===== config.mk =====
export PLATFORM = sky130hd
export DESIGN_NAME = wcfe_regs
export DESIGN_NICKNAME = d
export VERILOG_FILES = /design/src/hdl/wcfe_regs.v
export VERILOG_INCLUDE_DIRS = /design/src /design/src/hdl
export SDC_FILE = /design/constraint.sdc
export NUM_CORES = 1
export LEC_CHECK = 0
export ABC_CLOCK_PERIOD_IN_PS = 4800
export BUFFER_PORTS_ARGS = -buffer_cell sky130_fd_sc_hd__buf_4
export CORE_ASPECT_RATIO = 1.5
export CORE_UTILIZATION = 48
export DETAILED_ROUTE_END_ITERATION = 8
export PLACE_DENSITY = 0.85
export SLEW_MARGIN = 20
export SYNTH_ARGS = -nofsm -noshare
export SYNTH_HDL_FRONTEND = slang
export SYNTH_SLANG_ARGS = --single-unit

===== constraint.sdc =====
create_clock -name hclk -period 4.8 [get_ports hclk]
set_clock_uncertainty 0.2 [all_clocks]
set_input_delay 0.48 -clock hclk [delete_from_list [all_inputs] [get_ports hclk]]
set_output_delay 0.48 -clock hclk [all_outputs]
set_load 0.1 [all_outputs]

===== src/hdl/wcfe_consts.vh =====
// Constants for the wakeup control and wakeup filter enable register bank.
// Assumes inclusion by bare name from the design file; definitions only.
`ifndef WCFE_CONSTS_VH
`define WCFE_CONSTS_VH

// ----------------------------------------------------------------------
// Register offsets (byte addresses, low 16 address bits)
// ----------------------------------------------------------------------
`define WCFE_OFS_WAKEUP_CONTROL       16'h5800
`define WCFE_OFS_WAKEUP_FILTER_ENABLE 16'h5808
`define WCFE_OFS_WIDTH                16

// ----------------------------------------------------------------------
// Wakeup control field positions
// ----------------------------------------------------------------------
`define WCFE_CTL_ADV_WAKE_ENABLE      0
`define WCFE_CTL_WAKE_EVENT_ENABLE    1
`define WCFE_CTL_WAKE_EVENT_STATUS    2
`define WCFE_CTL_ADV_WAKE_ASSERT      3
`define WCFE_CTL_DYN_POWERDOWN        28
`define WCFE_CTL_HALF_AT_GIG          29
`define WCFE_CTL_QUARTER_BELOW_GIG    30
`define WCFE_CTL_SMART_POWERDOWN      31

// ----------------------------------------------------------------------
// Wakeup filter enable field positions
// ----------------------------------------------------------------------
`define WCFE_FILT_LINK_CHANGE         0
`define WCFE_FILT_WAKE_PATTERN        1
`define WCFE_FILT_EXACT_MATCH         2
`define WCFE_FILT_HASH_GROUP          3
`define WCFE_FILT_BROADCAST           4
`define WCFE_FILT_ARP_REQUEST         5
`define WCFE_FILT_DIRECTED_IPV4       6
`define WCFE_FILT_DIRECTED_IPV6       7
`define WCFE_FILT_IGNORE_MGMT         15
`define WCFE_FILT_FLEX_LSB            16
`define WCFE_FILT_FLEX_MSB            19
`define WCFE_NUM_FIXED_FILTERS        8
`define WCFE_NUM_FLEX_FILTERS         4

// ----------------------------------------------------------------------
// Writable masks and reset values
// ----------------------------------------------------------------------
`define WCFE_CTL_RW_MASK              32'hF000000B
`define WCFE_FILT_RW_MASK             32'h000F80FF
`define WCFE_CTL_RESET                32'h00000000
`define WCFE_FILT_RESET               32'h00000000

// ----------------------------------------------------------------------
// MAC clock divide codes
// ----------------------------------------------------------------------
`define WCFE_MAC_DIV_FULL             2'h0
`define WCFE_MAC_DIV_HALF             2'h1
`define WCFE_MAC_DIV_QUARTER          2'h2

// ----------------------------------------------------------------------
// AHB-Lite encodings
// ----------------------------------------------------------------------
`define WCFE_HTRANS_NONSEQ_BIT        1
`define WCFE_HSIZE_WORD               3'h2
`define WCFE_HRESP_OKAY               1'h0

`endif


===== src/hdl/wcfe_regs.v =====
// Wakeup control and wakeup filter enable registers behind an AHB-Lite slave.
// Assumes one clock hclk, filter-match strobes from logic on hclk, and
// power-good, standby and host reset levels arriving from pins.

`include "wcfe_consts.vh"

module wcfe_regs #(
  parameter NUM_FLEX = `WCFE_NUM_FLEX_FILTERS   // Flexible pattern filters
) (
  hclk,
  hresetn,
  clk_en,
  hsel,
  haddr,
  htrans,
  hwrite,
  hsize,
  hwdata,
  hready,
  hreadyout,
  hrdata,
  hresp,
  main_power_good,
  standby_present,
  host_reset_n,
  eeprom_adv_wake_assert_event,
  cfg_enable_write,
  cfg_enable_data,
  cfg_status_clear,
  link_change_hit,
  wake_pattern_hit,
  exact_match_hit,
  hash_group_hit,
  broadcast_hit,
  arp_request_hit,
  ipv4_directed_hit,
  ipv6_directed_hit,
  flex_hit,
  pkt_is_mgmt,
  link_is_gig,
  pci_is_33mhz,
  mac_freq_sel,
  adv_wake_enable,
  wake_event_enable,
  wake_event_status,
  dyn_powerdown,
  smart_powerdown,
  mac_clk_div,
  filter_enables,
  wake_event_pin_n,
  wake_event_pin_oe_n
);

  // --------------------------------------------------------------------
  // Ports
  // --------------------------------------------------------------------
  input  wire                hclk;                       // Bus clock, 250 MHz
  input  wire                hresetn;                    // Async reset, active low
  input  wire                clk_en;                     // Freezes all state when low
  input  wire                hsel;                       // Slave select
  input  wire [31:0]         haddr;                      // Byte address
  input  wire [1:0]          htrans;                     // Transfer type
  input  wire                hwrite;                     // Write when high
  input  wire [2:0]          hsize;                      // Transfer size
  input  wire [31:0]         hwdata;                     // Write data
  input  wire                hready;                     // Bus ready
  output wire                hreadyout;                  // Slave ready
  output wire [31:0]         hrdata;                     // Read data
  output wire                hresp;                      // Always OKAY
  input  wire                main_power_good;            // Pin, main supply good
  input  wire                standby_present;            // Pin, standby supply present
  input  wire                host_reset_n;               // Pin, host reset active low
  input  wire                eeprom_adv_wake_assert_event; // EEPROM default of bit 3
  input  wire                cfg_enable_write;           // Config space writes enable
  input  wire                cfg_enable_data;            // New config enable value
  input  wire                cfg_status_clear;           // Config space write-one-clear
  input  wire                link_change_hit;            // Link status changed
  input  wire                wake_pattern_hit;           // Wake pattern packet seen
  input  wire                exact_match_hit;            // Matched a receive address entry
  input  wire                hash_group_hit;             // Hash table bit was one
  input  wire                broadcast_hit;              // Broadcast packet
  input  wire                arp_request_hit;            // ARP request packet
  input  wire                ipv4_directed_hit;          // Directed IPv4 packet
  input  wire                ipv6_directed_hit;          // Directed IPv6 packet
  input  wire [NUM_FLEX-1:0] flex_hit;                   // Flexible filter matches
  input  wire                pkt_is_mgmt;                // Hit came from a management packet
  input  wire                link_is_gig;                // Link runs at 1000 Mb/s
  input  wire                pci_is_33mhz;               // PCI bus at 33 MHz
  input  wire [1:0]          mac_freq_sel;               // Separate MAC frequency select
  output wire                adv_wake_enable;            // Control bit 0
  output wire                wake_event_enable;          // Control bit 1
  output wire                wake_event_status;          // Control bit 2
  output wire                dyn_powerdown;              // Control bit 28
  output wire                smart_powerdown;            // Control bit 31
  output wire [1:0]          mac_clk_div;                // Effective MAC clock divide
  output wire [31:0]         filter_enables;             // Filter enable register
  output wire                wake_event_pin_n;           // Open-drain pin level, low
  output wire                wake_event_pin_oe_n;        // Low while pin is driven

  // --------------------------------------------------------------------
  // Register state
  // --------------------------------------------------------------------
  reg  [31:0] ctrl_ff;            // Wakeup control storage
  reg  [31:0] nxt_ctrl;
  reg  [31:0] filt_ff;            // Wakeup filter enable storage
  reg  [31:0] nxt_filt;
  reg  [1:0]  mac_div_ff;         // Registered MAC clock divide
  reg  [1:0]  nxt_mac_div;
  reg         pin_drive_ff;       // Registered pin drive
  reg  [31:0] hrdata_ff;          // Read data register
  reg  [31:0] nxt_hrdata;

  // Synchronisers: first stage feeds only the second stage
  reg  [1:0]  pg_sync_ff;         // Power good
  reg  [1:0]  sb_sync_ff;         // Standby present
  reg  [1:0]  rst_sync_ff;        // Host reset
  reg         rst_prev_ff;        // Last synced host reset, for edge detect

  // Bus pipeline
  localparam [2:0] ST_IDLE  = 3'h1;  // No transfer pending
  localparam [2:0] ST_WRITE = 3'h2;  // Write data phase
  localparam [2:0] ST_READ  = 3'h4;  // Read data phase, one wait state
  reg  [2:0]  state_ff;
  reg  [2:0]  nxt_state;
  reg  [`WCFE_OFS_WIDTH-1:0] addr_ff;   // Captured address
  reg         rd_done_ff;         // Read data now valid
  reg         nxt_rd_done;

  // --------------------------------------------------------------------
  // Pin synchronisers
  // --------------------------------------------------------------------
  // Two flops per pin, frozen with the rest of the block
  always @(posedge hclk or negedge hresetn) begin
    if (!hresetn) begin
      pg_sync_ff  <= 2'h0;
      sb_sync_ff  <= 2'h0;
      rst_sync_ff <= 2'h3;  // Idle high, so no false release edge
      rst_prev_ff <= 1'h1;
    end else if (clk_en) begin
      pg_sync_ff  <= {pg_sync_ff[0], main_power_good};
      sb_sync_ff  <= {sb_sync_ff[0], standby_present};
      rst_sync_ff <= {rst_sync_ff[0], host_reset_n};
      rst_prev_ff <= rst_sync_ff[1];
    end
  end

  wire pg_ok      = pg_sync_ff[1];                  // Main power good, synced
  wire sb_ok      = sb_sync_ff[1];                  // Standby present, synced
  wire rst_rise   = rst_sync_ff[1] & ~rst_prev_ff;  // Host reset released
  // Power loss clears continuously; reset release clears only without standby
  wire bank_clear = ~pg_ok | (rst_rise & ~sb_ok);

  // --------------------------------------------------------------------
  // Bus decode
  // --------------------------------------------------------------------
  wire        take     = hsel & hready & htrans[`WCFE_HTRANS_NONSEQ_BIT];
  wire        is_ctrl  = (addr_ff == `WCFE_OFS_WAKEUP_CONTROL);
  wire        is_filt  = (addr_ff == `WCFE_OFS_WAKEUP_FILTER_ENABLE);
  wire        wr_ctrl  = (state_ff == ST_WRITE) & is_ctrl;
  wire        wr_filt  = (state_ff == ST_WRITE) & is_filt;

  // Reads hold one wait state so a write just before is always seen
  assign hreadyout = ~((state_ff == ST_READ) & ~rd_done_ff);
  assign hresp     = `WCFE_HRESP_OKAY;
  assign hrdata    = hrdata_ff;

  // Bus state machine
  always @* begin
    nxt_state   = state_ff;
    nxt_rd_done = 1'h0;
    case (state_ff)
      ST_IDLE, ST_WRITE: begin
        // New address phase may overlap a write data phase
        if (take) begin
          nxt_state = hwrite ? ST_WRITE : ST_READ;
        end else begin
          nxt_state = ST_IDLE;
        end
      end
      ST_READ: begin
        if (!rd_done_ff) begin
          // Wait cycle: data loaded at this edge
          nxt_rd_done = 1'h1;
        end else if (take) begin
          nxt_state = hwrite ? ST_WRITE : ST_READ;
        end else begin
          nxt_state = ST_IDLE;
        end
      end
      default: begin
        nxt_state = ST_IDLE;
      end
    endcase
  end

  // Read data selection, unmapped addresses read as zero
  always @* begin
    nxt_hrdata = hrdata_ff;
    if ((state_ff == ST_READ) && !rd_done_ff) begin
      if (is_ctrl) begin
        nxt_hrdata = ctrl_ff;
      end else if (is_filt) begin
        nxt_hrdata = filt_ff;
      end else begin
        nxt_hrdata = 32'h00000000;
      end
    end
  end

  // --------------------------------------------------------------------
  // Wakeup match evaluation
  // --------------------------------------------------------------------
  // Management packets may be excluded; a link change is no packet
  wire pkt_ok = ~(filt_ff[`WCFE_FILT_IGNORE_MGMT] & pkt_is_mgmt);

  wire [`WCFE_NUM_FIXED_FILTERS-1:0] fixed_hit = {
    ipv6_directed_hit & pkt_ok,
    ipv4_directed_hit & pkt_ok,
    arp_request_hit   & pkt_ok,
    broadcast_hit     & pkt_ok,
    hash_group_hit    & pkt_ok,
    exact_match_hit   & pkt_ok,
    wake_pattern_hit  & pkt_ok,
    link_change_hit
  };

  // One gate per filter, fixed then flexible
  wire [`WCFE_NUM_FIXED_FILTERS-1:0] fixed_wake;
  wire [NUM_FLEX-1:0]                flex_wake;
  genvar gi;
  generate
    for (gi = 0; gi < `WCFE_NUM_FIXED_FILTERS; gi = gi + 1) begin : g_fixed
      assign fixed_wake[gi] = fixed_hit[gi] & filt_ff[gi];
    end
    for (gi = 0; gi < NUM_FLEX; gi = gi + 1) begin : g_flex
      assign flex_wake[gi] = flex_hit[gi] & pkt_ok &
                             filt_ff[`WCFE_FILT_FLEX_LSB + gi];
    end
  endgenerate

  // Advanced wakeup path on a wake pattern packet
  wire adv_wake = ctrl_ff[`WCFE_CTL_ADV_WAKE_ENABLE] &
                  ctrl_ff[`WCFE_CTL_ADV_WAKE_ASSERT] &
                  wake_pattern_hit & pkt_ok;
  wire wake_set = adv_wake | (|fixed_wake) | (|flex_wake);

  // --------------------------------------------------------------------
  // Control register next value
  // --------------------------------------------------------------------
  // Status set wins over a bus or config-space clear in the same cycle; a bank clear wins over the set
  always @* begin
    nxt_ctrl = ctrl_ff;
    if (bank_clear) begin
      // Bit 3 default is the EEPROM image, all else zero
      nxt_ctrl = `WCFE_CTL_RESET;
      nxt_ctrl[`WCFE_CTL_ADV_WAKE_ASSERT] = eeprom_adv_wake_assert_event;
    end else begin
      if (wr_ctrl) begin
        // Plain read/write fields, reserved stay zero
        nxt_ctrl = (ctrl_ff & ~`WCFE_CTL_RW_MASK) | (hwdata & `WCFE_CTL_RW_MASK);
        nxt_ctrl[`WCFE_CTL_WAKE_EVENT_STATUS] = ctrl_ff[`WCFE_CTL_WAKE_EVENT_STATUS];
        if (hwdata[`WCFE_CTL_WAKE_EVENT_STATUS]) begin
          nxt_ctrl[`WCFE_CTL_WAKE_EVENT_STATUS] = 1'h0;
        end
      end
      // Config space path to the same enable bit
      if (cfg_enable_write) begin
        nxt_ctrl[`WCFE_CTL_WAKE_EVENT_ENABLE] = cfg_enable_data;
      end
      if (cfg_status_clear) begin
        nxt_ctrl[`WCFE_CTL_WAKE_EVENT_STATUS] = 1'h0;
      end
      if (wake_set) begin
        nxt_ctrl[`WCFE_CTL_WAKE_EVENT_STATUS] = 1'h1;
      end
    end
  end

  // --------------------------------------------------------------------
  // Filter enable register next value
  // --------------------------------------------------------------------
  // Reserved 14:8 are not stored, so a stray write reads back zero
  always @* begin
    nxt_filt = filt_ff;
    if (bank_clear) begin
      nxt_filt = `WCFE_FILT_RESET;
    end else if (wr_filt) begin
      nxt_filt = hwdata & `WCFE_FILT_RW_MASK;
    end
  end

  // --------------------------------------------------------------------
  // MAC clock rate selection
  // --------------------------------------------------------------------
  // Divide is registered so the clock generator sees a glitch-free code
  always @* begin
    nxt_mac_div = `WCFE_MAC_DIV_FULL;
    if (!ctrl_ff[`WCFE_CTL_HALF_AT_GIG] && !ctrl_ff[`WCFE_CTL_QUARTER_BELOW_GIG]) begin
      nxt_mac_div = mac_freq_sel;
    end else if (link_is_gig) begin
      if (ctrl_ff[`WCFE_CTL_HALF_AT_GIG] && pci_is_33mhz) begin
        nxt_mac_div = `WCFE_MAC_DIV_HALF;
      end
    end else if (ctrl_ff[`WCFE_CTL_QUARTER_BELOW_GIG]) begin
      nxt_mac_div = `WCFE_MAC_DIV_QUARTER;
    end
  end

  // --------------------------------------------------------------------
  // State registers
  // --------------------------------------------------------------------
  always @(posedge hclk or negedge hresetn) begin
    if (!hresetn) begin
      state_ff     <= ST_IDLE;
      addr_ff      <= {`WCFE_OFS_WIDTH{1'b0}};
      rd_done_ff   <= 1'h0;
      hrdata_ff    <= 32'h00000000;
      ctrl_ff      <= `WCFE_CTL_RESET;
      filt_ff      <= `WCFE_FILT_RESET;
      mac_div_ff   <= `WCFE_MAC_DIV_FULL;
      pin_drive_ff <= 1'h0;
    end else if (clk_en) begin
      state_ff     <= nxt_state;
      rd_done_ff   <= nxt_rd_done;
      hrdata_ff    <= nxt_hrdata;
      ctrl_ff      <= nxt_ctrl;
      filt_ff      <= nxt_filt;
      mac_div_ff   <= nxt_mac_div;
      // Pin follows next status and enable, so it changes on the same edge as them
      pin_drive_ff <= nxt_ctrl[`WCFE_CTL_WAKE_EVENT_STATUS] &
                      nxt_ctrl[`WCFE_CTL_WAKE_EVENT_ENABLE];
      // Only whole words are mapped; a narrower access decodes to nothing
      if (take && hreadyout) begin
        addr_ff <= (hsize == `WCFE_HSIZE_WORD) ? haddr[`WCFE_OFS_WIDTH-1:0]
                                               : {`WCFE_OFS_WIDTH{1'b1}};
      end
    end
  end

  // --------------------------------------------------------------------
  // Outputs
  // --------------------------------------------------------------------
  assign adv_wake_enable     = ctrl_ff[`WCFE_CTL_ADV_WAKE_ENABLE];
  assign wake_event_enable   = ctrl_ff[`WCFE_CTL_WAKE_EVENT_ENABLE];
  assign wake_event_status   = ctrl_ff[`WCFE_CTL_WAKE_EVENT_STATUS];
  assign dyn_powerdown       = ctrl_ff[`WCFE_CTL_DYN_POWERDOWN];
  assign smart_powerdown     = ctrl_ff[`WCFE_CTL_SMART_POWERDOWN];
  assign mac_clk_div         = mac_div_ff;
  assign filter_enables      = filt_ff;
  // Open drain: drives low only, released otherwise
  assign wake_event_pin_n    = 1'h0;
  assign wake_event_pin_oe_n = ~pin_drive_ff;

endmodule


==> results.tsv <==
stage	metric	value	unit
outcome	status	complete, no violations	
synth	largest family of logic cells by synthesized area	compound AO/OA/AOI/OAI gates	
power_and_ir_drop	Net Switching	462	uW
worst_setup_path	critical-path cell list	or4b_1 -> nand3_1 -> nand2_1 -> a31oi_1 -> a2bb2oi_1	
drt	DRT Wirelength	7.23	mm
worst_setup_path	Crit. End Element	register	
power_and_ir_drop	Pwr Total	1460	uW
worst_setup_path	Worst Setup Path Type	register to register	
synth	register area share after synthesis	0.537	
synth	cell area after synthesis	0.00318	mm^2
synth	Mapped Cells	299	
synth	post-synthesis xor/xnor area fraction	0.00276	
cts	post-cts sizing count	0	
floorplan	# rows	35	
worst_setup_path	slowest cell on the critical path	nand3_1	
synth	async set-or-reset flop fraction in the synthesized netlist	1.00	
timing	final setup TNS	0	ns
finish	Fillers	511	
synth	area leader, netlist	dfrtp_1	
drt	DR vias/cell	5.21	
timing	Final Hold Slack	0.0338	ns
power_and_ir_drop	clock share of power	0.358	
synth	mux cell area share after synthesis	0.0213	
cts	# hold bufs at CTS	0	
placed_design	Area after DPL	0.00386	mm^2
synth	library cells used by synthesis	48	
global_route	largest net degree at the start of global routing	69	
timing	Final Setup Violations	0	
worst_setup_path	Worst path top cell family by delay	simple AND/OR/NAND/NOR gates	
finish	Layout area overhead	28.9	%
cts	Worst-Skew Late Latency	0.34	ns
finish	Layout Nets	500	
synth	Synth Area per Inst	10.6	um^2
timing	Worst slew margin	0.314	
cts	CTS tree	yes	
timing	fin crit period	2.62	ns
global_route	antenna violations before repair	0	
cts	clk sinks	68	
timing	RSZ-0062 raised after global routing	false	
floorplan	DIE WIDTH	68.4	um
timing	final-report max-slew violation count	0	
synth	post-synthesis simple-gate area fraction	0.129	
synth	compound-gate portion of the synthesized area	0.186	
drt	Final ANT Viol Nets	0	
synth	adder-cell share of the synthesized area	0	
global_route	gr usage total	0.222	
finish	diodes inserted	0	
finish	design area	0.00409	mm^2
cts	H-tree depth	3	
placed_design	RePlAce Congestion	0.770	
floorplan	Initial Util	0.507	
cts	Post-CTS Setup Repair Bufs	0	
synth	Yosys reg bits	68	
floorplan	Die Area	0.00695	mm^2
synth	top cells by area, synth	dfrtp_1 (50%), a22o_1 (8.8%), buf_4 (8.7%)	
finish	multi-input logic area	0.00122	mm^2
synth	ys flop type	dfrtp_1	
worst_setup_path	critical path's largest stage delay	0.80	ns
power_and_ir_drop	switch share	0.317	
timing	Hold Vio Cnt, Final	0	
drt	vias after detailed routing	2502	
global_route	total gr overflow	0	
worst_setup_path	peak fanout along the critical path	35	
worst_setup_path	Reg2Reg Launch Point	state_ff[1]	
power_and_ir_drop	Peak supply drop	238	uV
synth	top-area cell type share of the netlist area	0.504	
worst_setup_path	Reg2Reg Depth	5	
worst_setup_path	WP buf/inv	0	
cts	total CTS buffers	9	
finish	Reg area	0.00171	mm^2
global_route	global-route wire length before repair	11.2	mm
global_route	vias in the first global route	2412	
synth	top-count cell post-synth	dfrtp_1	
power_and_ir_drop	Cell Int Power	994	uW
worst_setup_path	Worst EP required	4.87	ns
worst_setup_path	crit path from	state_ff[1]	
synth	Synth top cells by count	dfrtp_1 (64), buf_4 (37), a22o_1 (32), nor2_1 (27)	
power_and_ir_drop	Pleak	0.00209	uW
power_and_ir_drop	Combinational Power Share	0.199	
cts	Reg clk slew, reported paths	0.08	ns
timing	Worst-Margin Slew	1.03	ns
timing	period utilization	0.546	
worst_hold_path	Hold Crit Class	input port to async pin	
worst_setup_path	Levels on crit path	5	
synth	Post-synth EDFFs	0	
floorplan	Die Y	102	um
drt	DR WL/cell	15.1	um
drt	Pre-antenna DRT Iters	6	
finish	layout cell share with drive strength beyond 1	0.342	
floorplan	CORE AREA	0.00626	mm^2
worst_setup_path	CP Launch Type	register	
worst_setup_path	CP arrival	2.69	ns
power_and_ir_drop	Sequential Power Share	0.442	
job	Max-Cap Viols	0	
power_and_ir_drop	PwrDens	356	mW/mm^2
timing	fmax	0.381	GHz
placed_design	Final HPWL DP	5.32	mm
cts	Root Driver	clkbuf_8	
placed_design	I/O Buffers	105	
drt	DR iter-0 viols	140	
drt	DR DRC count	0	
cts	CTS max path bufs	2	
synth	Yosys Warn Count	0	
floorplan	I/O pin cnt	174	
[per-stage QoR]
step	setup WS (ns)	utilization	std cells
after floorplan	2.31	-	334
final	2.18	0.654	480
after global routing	1.98	0.654	480
after CTS	2.16	0.653	480
after global placement	2.22	0.617	464
after detailed placement	2.19	0.617	464
[cell families after synthesis]
kind of cell	after synthesis
AO/OA/AOI/OAI	81
buffers and inverters	62
multiplexers	6
flip-flops	68
AND/OR/NAND/NOR	80
XOR/XNOR	1
other	1
[cell type report]
| class | count | area share |
|---|---|---|
| sequential | 68 | 0.417 |
| clock buffer | 10 | 0.0336 |
| clock inverter | 6 | 0.0214 |
| multi-input combinational | 204 | 0.299 |
| inverter | 11 | 0.0101 |
| tap | 74 | 0.0226 |
| timing repair buffer | 107 | 0.196 |
[power by group through the flow]
stage	logic [uW]	clock network [uW]	registers, uW
2_1_floorplan	213	0	672
3_3_place_gp	285	0	650
3_5_place_dp	290	0	654
4_1_cts	291	531	643
5_1_grt	309	560	650
6_report	290	522	644
[cell usage in the layout, fill, tap and decap left out, drive strengths merged, types with 6 or more instances in the layout]
master / count
nand2: 23
clkbuf: 10
dfrtp: 64
a22o: 32
buf: 107
nor2: 29
inv: 11
conb: 36
mux2: 6
o21ai: 24
[routing by layer]
| layer | GRT usage | wire (um) | vias up |
|---|---|---|---|
| li1 | - | - | 1190 |
| met1 | 0.251 | 2740 | 1195 |
| met2 | 0.377 | 3880 | 102 |
| met3 | 0.0529 | 413 | 15 |
| met4 | 0.114 | 196 | 0 |
| met5 | 0 | 0 | - |
[flip-flops by register name (all words and copies together) (netlist names)]
signal          count
pin_drive_ff        1
pg_sync_ff          2
rst_prev_ff         1
state_ff            3
addr_ff            16
sb_sync_ff          2
ctrl_ff             8
filter_enables     13
mac_clk_div         2
hrdata             17
rst_sync_ff         2
rd_done_ff          1
[worst paths after layout]
kind                            slack, ns           to
max in group asynchronous            3.81  state_ff[1]
worst max register to register       2.18  state_ff[0]
worst min-delay path                 0.03   hrdata[28]
worst max-delay path                 2.18  state_ff[0]
worst min register to register       0.28   addr_ff[7]
min in group hclk                    0.14  state_ff[2]
Power figures use the tool's default switching activity.
